**src/include/ssc_pkg.sv**
```systemverilog
// constants of the spi status, interrupt-flag and crc block
// Behaviour
// FIFO error sets status bit 7; with transmit empty it means underflow.
// FIFO error flag with receive full reports receive overflow.
// FIFO error flag clears when software sets FIFO initialise.
// Status bit 2 reads 1 once a byte-mode receive interrupt triggered.
// Status bit 1 reads 1 once a byte-mode transmit interrupt triggered.
// Status bit 0 reads 1 once a block-mode interrupt triggered.
// Status register is read-only; writes change no flag.
// Writing 1 to clear bit 1 drops transmit interrupt; bit self-clears.
// Writing 1 to clear bit 0 drops block interrupt; bit self-clears.
// Software writes zeros to reserved bits of clear and crc control.
// Bits 15:14 pick polynomial: 16-bit ccitt, 7-bit, alternate 16-bit, reserved.
// CRC advances only while enable bit 13 is 1.
// Writing 1 to bit 12 loads all ones; bit reads back 0.
// Full duplex: bit 11 picks receive or transmit stream; ignored half duplex.
// Bit 10 reads 1 when crc value holds any one.
// Bit 9 reads 1 when crc value holds any zero.
// CRC value register is readable and writable for result or preset.
// Writing FIFO initialise resets the FIFOs and clears the error flag.
// Transmit empty bit 7 and receive full bit 6 show FIFO state.
// Enable bits 2,1,0 gate receive, transmit and block interrupts.
// Enabled crc steps once per serial bit, msb first through polynomial.
package ssc_pkg;
	localparam logic [15:0] ADDR_IRQ_ENABLE = 16'hc0cc;
	localparam logic [15:0] ADDR_STATUS_FLAGS = 16'hc0ce;
	localparam logic [15:0] ADDR_IRQ_CLEAR = 16'hc0d0;
	localparam logic [15:0] ADDR_CRC_CONTROL = 16'hc0d2;
	localparam logic [15:0] ADDR_CRC_VALUE = 16'hc0d4;
	localparam logic [15:0] ADDR_FIFO_CTRL = 16'hc0d6;

	localparam int BIT_FIFO_ERR = 7;
	localparam int BIT_RX_IRQ = 2;
	localparam int BIT_TX_IRQ = 1;
	localparam int BIT_BLK_IRQ = 0;
	localparam int BIT_FIFO_INIT = 14;
	localparam int BIT_TX_EMPTY = 7;
	localparam int BIT_RX_FULL = 6;
	localparam int POS_CRC_MODE = 14;
	localparam int BIT_CRC_ENABLE = 13;
	localparam int BIT_CRC_CLEAR = 12;
	localparam int BIT_CRC_RX_SEL = 11;
	localparam int BIT_ONE_IN_CRC = 10;
	localparam int BIT_ZERO_IN_CRC = 9;

	localparam logic [15:0] RESET_CRC_VALUE = 16'hffff;
	localparam logic [15:0] POLY_CCITT16 = 16'h1021;
	localparam logic [6:0] POLY_CRC7 = 7'h09;
	localparam logic [15:0] POLY_ALT16 = 16'h8005;
	localparam logic [15:0] POLY_RESERVED16 = 16'h0001;
	localparam logic [15:0] CRC7_MASK = 16'h007f;

	typedef enum logic [1:0] {
		SSC_CRC_CCITT16,
		SSC_CRC_CRC7,
		SSC_CRC_ALT16,
		SSC_CRC_RSVD16
	} ssc_crc_mode_t;
endpackage

```
**src/ssc_status_crc.sv**
```systemverilog
// spi status flags, interrupt gating and clear, fifo init and crc engine
`timescale 1ns/1ps
module ssc_status_crc (
	input wire logic clk, // 50 mhz system clock
	input wire logic resetn, // asynchronous reset, active low
	input wire logic [15:0] addr, // register address
	input wire logic [15:0] wdata, // write data
	input wire logic wr, // write strobe
	input wire logic rd, // read strobe
	output logic [15:0] rdata, // read data, cycle after rd
	input wire logic fifo_error_evt, // pulse: fifo under- or overflow
	input wire logic tx_empty, // transmit fifo empty level
	input wire logic rx_full, // receive fifo full level
	input wire logic byte_rx_evt, // pulse: byte-mode receive interrupt event
	input wire logic byte_rx_ack, // pulse: receive interrupt served
	input wire logic byte_tx_evt, // pulse: byte-mode transmit interrupt event
	input wire logic block_evt, // pulse: block-mode interrupt event
	input wire logic full_duplex, // level: full duplex operation
	input wire logic half_dup_rx, // level: half duplex currently receiving
	input wire logic bit_strobe, // pulse: one serial bit shifted
	input wire logic tx_bit, // transmit serial bit
	input wire logic rx_bit, // receive serial bit
	output logic fifo_reset, // pulse: initialise both fifos
	output logic byte_rx_irq, // gated receive interrupt
	output logic byte_tx_irq, // gated transmit interrupt
	output logic block_xfer_irq // gated block interrupt
);
	logic fifo_err;
	logic rx_flag;
	logic tx_flag;
	logic blk_flag;
	logic [2:0] irq_en;
	logic [1:0] crc_poly_select;
	logic crc_enable;
	logic crc_rx_sel;
	logic [15:0] crc;
	logic [15:0] next_crc;
	logic [15:0] next_rdata;
	logic crc_bit;
	logic one_in_crc;
	logic zero_in_crc;
	logic wr_clear;
	logic wr_crc_ctrl;
	logic wr_crc_value;
	logic wr_irq_en;
	logic fifo_init;

	function automatic logic hit(input logic [15:0] a, input logic [15:0] target);
		hit = (a == target);
	endfunction

	assign wr_clear = wr && hit(addr, ssc_pkg::ADDR_IRQ_CLEAR);
	assign wr_crc_ctrl = wr && hit(addr, ssc_pkg::ADDR_CRC_CONTROL);
	assign wr_crc_value = wr && hit(addr, ssc_pkg::ADDR_CRC_VALUE);
	assign wr_irq_en = wr && hit(addr, ssc_pkg::ADDR_IRQ_ENABLE);
	// fifo initialise is a command bit only; it never reads back
	assign fifo_init = wr && hit(addr, ssc_pkg::ADDR_FIFO_CTRL) && wdata[ssc_pkg::BIT_FIFO_INIT];

	// status flags; nothing decodes a write to the status address
	always_ff @(posedge clk or negedge resetn)
	begin
		if (!resetn)
			fifo_err <= 1'b0;
		else
			fifo_err <= fifo_error_evt | (fifo_err & ~fifo_init);
	end

	always_ff @(posedge clk or negedge resetn)
	begin
		if (!resetn)
			rx_flag <= 1'b0;
		else
			rx_flag <= byte_rx_evt | (rx_flag & ~byte_rx_ack);
	end

	// an event in the clearing cycle wins, so no interrupt is lost
	always_ff @(posedge clk or negedge resetn)
	begin
		if (!resetn)
			tx_flag <= 1'b0;
		else
			tx_flag <= byte_tx_evt | (tx_flag & ~(wr_clear & wdata[ssc_pkg::BIT_TX_IRQ]));
	end

	always_ff @(posedge clk or negedge resetn)
	begin
		if (!resetn)
			blk_flag <= 1'b0;
		else
			blk_flag <= block_evt | (blk_flag & ~(wr_clear & wdata[ssc_pkg::BIT_BLK_IRQ]));
	end

	always_ff @(posedge clk or negedge resetn)
	begin
		if (!resetn)
			fifo_reset <= 1'b0;
		else
			fifo_reset <= fifo_init;
	end

	always_ff @(posedge clk or negedge resetn)
	begin
		if (!resetn)
			irq_en <= 3'h0;
		else if (wr_irq_en)
			irq_en <= wdata[2:0];
	end

	always_ff @(posedge clk or negedge resetn)
	begin
		if (!resetn)
		begin
			byte_rx_irq <= 1'b0;
			byte_tx_irq <= 1'b0;
			block_xfer_irq <= 1'b0;
		end
		else
		begin
			byte_rx_irq <= rx_flag & irq_en[ssc_pkg::BIT_RX_IRQ];
			byte_tx_irq <= tx_flag & irq_en[ssc_pkg::BIT_TX_IRQ];
			block_xfer_irq <= blk_flag & irq_en[ssc_pkg::BIT_BLK_IRQ];
		end
	end

	// crc control; reserved bits are simply not stored
	always_ff @(posedge clk or negedge resetn)
	begin
		if (!resetn)
		begin
			crc_poly_select <= 2'h0;
			crc_enable <= 1'b0;
			crc_rx_sel <= 1'b0;
		end
		else if (wr_crc_ctrl)
		begin
			crc_poly_select <= wdata[ssc_pkg::POS_CRC_MODE +: 2];
			crc_enable <= wdata[ssc_pkg::BIT_CRC_ENABLE];
			crc_rx_sel <= wdata[ssc_pkg::BIT_CRC_RX_SEL];
		end
	end

	// in half duplex only one stream moves, so the select bit is moot
	always_comb
	begin
		if (full_duplex)
			crc_bit = crc_rx_sel ? rx_bit : tx_bit;
		else
			crc_bit = half_dup_rx ? rx_bit : tx_bit;
	end

	always_comb
	begin
		next_crc = crc;
		if (wr_crc_ctrl && wdata[ssc_pkg::BIT_CRC_CLEAR])
			next_crc = ssc_pkg::RESET_CRC_VALUE;
		else if (wr_crc_value)
			next_crc = wdata;
		else if (crc_enable && bit_strobe)
		begin
			case (ssc_pkg::ssc_crc_mode_t'(crc_poly_select))
				ssc_pkg::SSC_CRC_CCITT16:
					next_crc = {crc[14:0], 1'b0} ^ ((crc[15] ^ crc_bit) ? ssc_pkg::POLY_CCITT16 : 16'h0000);
				ssc_pkg::SSC_CRC_CRC7:
					next_crc = {9'h000, {crc[5:0], 1'b0} ^ ((crc[6] ^ crc_bit) ? ssc_pkg::POLY_CRC7 : 7'h00)};
				ssc_pkg::SSC_CRC_ALT16:
					next_crc = {crc[14:0], 1'b0} ^ ((crc[15] ^ crc_bit) ? ssc_pkg::POLY_ALT16 : 16'h0000);
				default:
					next_crc = {crc[14:0], 1'b0} ^ ((crc[15] ^ crc_bit) ? ssc_pkg::POLY_RESERVED16 : 16'h0000);
			endcase
		end
	end

	always_ff @(posedge clk or negedge resetn)
	begin
		if (!resetn)
			crc <= ssc_pkg::RESET_CRC_VALUE;
		else
			crc <= next_crc;
	end

	// flags look only at the seven live bits in crc7 mode
	always_comb
	begin
		if (crc_poly_select == 2'h1)
		begin
			one_in_crc = |(crc & ssc_pkg::CRC7_MASK);
			zero_in_crc = (crc & ssc_pkg::CRC7_MASK) != ssc_pkg::CRC7_MASK;
		end
		else
		begin
			one_in_crc = |crc;
			zero_in_crc = ~&crc;
		end
	end

	always_comb
	begin
		next_rdata = 16'h0000;
		if (hit(addr, ssc_pkg::ADDR_STATUS_FLAGS))
		begin
			next_rdata[ssc_pkg::BIT_FIFO_ERR] = fifo_err;
			next_rdata[ssc_pkg::BIT_RX_IRQ] = rx_flag;
			next_rdata[ssc_pkg::BIT_TX_IRQ] = tx_flag;
			next_rdata[ssc_pkg::BIT_BLK_IRQ] = blk_flag;
		end
		else if (hit(addr, ssc_pkg::ADDR_IRQ_ENABLE))
			next_rdata[2:0] = irq_en;
		else if (hit(addr, ssc_pkg::ADDR_CRC_CONTROL))
		begin
			next_rdata[ssc_pkg::POS_CRC_MODE +: 2] = crc_poly_select;
			next_rdata[ssc_pkg::BIT_CRC_ENABLE] = crc_enable;
			next_rdata[ssc_pkg::BIT_CRC_RX_SEL] = crc_rx_sel;
			next_rdata[ssc_pkg::BIT_ONE_IN_CRC] = one_in_crc;
			next_rdata[ssc_pkg::BIT_ZERO_IN_CRC] = zero_in_crc;
		end
		else if (hit(addr, ssc_pkg::ADDR_CRC_VALUE))
			next_rdata = crc;
		else if (hit(addr, ssc_pkg::ADDR_FIFO_CTRL))
		begin
			next_rdata[ssc_pkg::BIT_TX_EMPTY] = tx_empty;
			next_rdata[ssc_pkg::BIT_RX_FULL] = rx_full;
		end
	end

	// read data stands one cycle only; zero otherwise
	always_ff @(posedge clk or negedge resetn)
	begin
		if (!resetn)
			rdata <= 16'h0000;
		else if (rd)
			rdata <= next_rdata;
		else
			rdata <= 16'h0000;
	end
endmodule

```
**config.mk**
```make
export PLATFORM = sky130hd
export DESIGN_NAME = ssc_status_crc
export DESIGN_NICKNAME = d
export VERILOG_FILES = /design/src/include/ssc_pkg.sv /design/src/ssc_status_crc.sv
export SDC_FILE = /design/constraint.sdc
export NUM_CORES = 1
export LEC_CHECK = 0
export ABC_CLOCK_PERIOD_IN_PS = 2050
export BUFFER_PORTS_ARGS = -buffer_cell sky130_fd_sc_hd__buf_2
export CAP_MARGIN = 10
export CORE_ASPECT_RATIO = 0.9
export CORE_MARGIN = 4
export CORE_UTILIZATION = 50
export CTS_CLUSTER_DIAMETER = 80
export CTS_CLUSTER_SIZE = 28
export DETAILED_ROUTE_END_ITERATION = 10
export PLACE_DENSITY = 0.77
export SYNTH_ARGS = -nofsm -noshare
export SYNTH_HDL_FRONTEND = slang
export SYNTH_SLANG_ARGS = --single-unit
```
**constraint.sdc**
```tcl
create_clock -name clk -period 2.05 [get_ports clk]
set_clock_uncertainty 0.1 [all_clocks]
set_input_delay 0.5125 -clock clk [delete_from_list [all_inputs] [get_ports clk]]
set_output_delay 0.5125 -clock clk [all_outputs]
set_load 0.01 [all_outputs]
```
==> qor.yml <==
die:
  die_h_um: 75.37
  dieArea_um2: 6244
  ios: 68
  initial_core_util: 0.5183
  core_um2: 4865
  chipWidth_um: 82.85
  rows: 24
cts:
  cts_buffers: 5
  postCtsHoldBufs: 0
  cts_tree: "built"
  cts_sinks: 47
  h-tree-depth: 2
  clk_latency_ps: 300
  clk_pin_slew_ps: 90
  clockRootBuffer: "clkbuf_8"
  clockBufferDepth: 2
layout:
  fin_area_um2: 3352
  area_delta_synth_final_pct: 32.95
  diodes: 0
  seqCellArea_um2: 1196
  layout_commonest_cell: "buf_2"
  final_cell_mix: "buf_2 (66), dfrtp_1 (31), nor2_1 (26)"
  multi_input_area_um2: 1395
  instances_no_fill: 406
  fill_cells: 383
  drive_above_1_share: 0.4516
  layout.nets: 388
detailed_routing:
  finalWirelength_um: 6824
  via_per_inst: 5.687
  drt_iter0_markers: 220
  wl_per_cell_um: 16.81
  antenna_left: 0
  first_pass_iters: 4
  vias: 2309
  drc_errors: 0
sta:
  fmax_mhz: 470.2
  min_period_ps: 2127
  min_period_over_period: 1.037
  worst_slew_pin_slew_ps: 511.9
  max_slew_margin: 0.6587
  finalHoldViolations: 0
  slew_violations: 0
  setup_violations: 29
  hold_slack_ps: 67.62
  rsz0062_at_grt: "true"
  worst_slack_ps: -76.70
placement:
  dp_cells: 390
  gp_congestion: 0.8696
  dp_hpwl_um: 4831
  place.port_buffers: 67
  dpl_cell_area_um2: 3024
  place_ws_ps: -410.6
yosys:
  ys_types: 49
  synth_top_area_cell: "dfrtp_1"
  syn-num-nets: 300
  syn_inst: 252
  ys_async_sr_fraction: 1.000
  synth-seq-cells: 47
  avgSynthCellArea_um2: 10.00
  syn-cell-area_um2: 2521
  yosysTopAreaCellShare: 0.3077
  synthFlopType: "dfrtp_1"
  synth-edff-count: 0
  seq_area_frac_synth: 0.4744
  synth_warnings: 0
  synthTopCellsByArea: "dfrtp_1 (31%), dfstp_2 (17%), nor2_1 (4.0%), a221oi_1 (2.4%), mux2i_1 (2.4%)"
outcome:
  outcome: "finished with violations"
  violations: "negative setup slack"
setup_path:
  start_kind: "input pin"
  regToRegStartpoint: "crc_poly_select[0]"
  crit_start: "addr[0]"
  required_ps: 2180
  crit_fanout: 6
  path_class: "input pin to flip-flop"
  cp-endpoint: "crc[12]"
  r2r_cells: 5
  r2r-end: "crc[0]"
  cp-end-kind: "flip-flop"
  r2r_slack_ps: 230
  crit_arrival_ps: 2250
global_route:
  antenna_found_initial: 0
  grt_use_total: 0.2197
  grt_max_degree: 22
  grt_pass1_wl_um: 10760
  grt-ovfl-total: 0
  grt_pass1_vias: 2187
power:
  finalPower_uw: 1759
  leakagePower_uw: 0.001567
  peakVddDrop_mv: 0.3428
  power_density_nw_per_um2: 524.7
worst_hold_path:
  hold_class: "input pin to asynchronous set/reset pin"
flow_run:
  maxCapViolCount: 0
==> cells in the mapped netlist, types with 3 or more instances <==
cell and count:
dfstp_2 16, dfrtp_1 31, nand2_1 16, nand3_1 9, nor2b_1 3, mux2_2 4, mux2i_1 6, nor2_1 27
nor4_1 3, mux2_4 4, and3_1 8, buf_6 3, o2bb2ai_1 3, o21ai_0 10, and2_1 7, a22oi_1 5
inv_1 3, nor3_1 8, o41ai_1 3, a21oi_1 11, nand2b_1 8, a21o_1 5, nand3b_1 3, xnor2_1 4
o21ai_1 5, nor3_2 4, clkbuf_1 8, a221oi_1 7
==> flip-flops by register name, indices dropped and copies added (netlist names) <==
register         cells
tx_flag              1
byte_tx_irq          1
rdata               16
irq_en               3
fifo_err             1
byte_rx_irq          1
blk_flag             1
crc_enable           1
block_xfer_irq       1
crc_poly_select      2
fifo_reset           1
rx_flag              1
crc                 16
crc_rx_sel           1
==> final cells by class <==
type	instances	area share
repair buffers	92	0.1661
flip-flops and latches	47	0.3569
clock inverters	3	0.01269
inverters	3	0.003359
well taps	65	0.02426
multi-input cells	191	0.4162
clock buffers	5	0.02053
==> cell families after synthesis <==
group	share of synthesized area
mux	0.06551
simple gates	0.2486
buf+inv	0.03275
flops	0.4744
xor+xnor	0.01389
compound gates	0.1648
==> metal layers <==
metal / vias to the layer above / part of all wire / wire [um] / GRT usage
li1: 1104 / - / - / -
met1: 1075 / 0.44 / 2976 / 0.3031
met2: 111 / 0.46 / 3142 / 0.3621
met3: 19 / 0.083 / 567 / 0.04324
met4: 0 / 0.020 / 137 / 0.06171
met5: - / 0 / 0 / 0
==> power breakdown <==
part / internal, uW / switching (uW) / total, uW
clock network: 364 / 322 / 686
registers: 931 / 2.56 / 934
logic: 62.0 / 77.8 / 140
total: 1360 / 402 / 1760
==> timing repair <==
action	4_1_cts	5_1_grt
gates resized for setup	12	19
setup endpoints to repair	33	39
gates cloned	2	0
buffers inserted	2	5
pin swaps	7	9
endpoints found under the hold margin	0	0
==> worst min-delay path by stage <==
| stage | slack [ps] | to | depth (start not counted) |
|---|---|---|---|
| global route | 90 | fifo_err | 1 |
| global placement | 380 | tx_flag | 1 |
| finish | 70 | fifo_err | 1 |
| floorplan | 120 | blk_flag | 0 |
| CTS | 80 | fifo_err | 1 |
| detailed placement | 390 | blk_flag | 1 |
==> per-stage QoR <==
| step | utilization | setup TNS [ps] |
|---|---|---|
| 6_report | 0.6890 | -1010 |
| 5_1_grt | 0.6890 | -2602 |
| 4_1_cts | 0.6628 | -661.1 |
| 3_5_place_dp | 0.6217 | -14090 |
| 3_3_place_gp | 0.6217 | -12920 |
| 2_1_floorplan | - | -6360 |
==> critical path, cell delays in order <==
cell     delay (ps)
buf_6            90
or4b_4          560
or3_4           440
nor3_4          280
buf_4           190
nor3_4           40
a21oi_1         150
(Power assumes the default switching activity.)
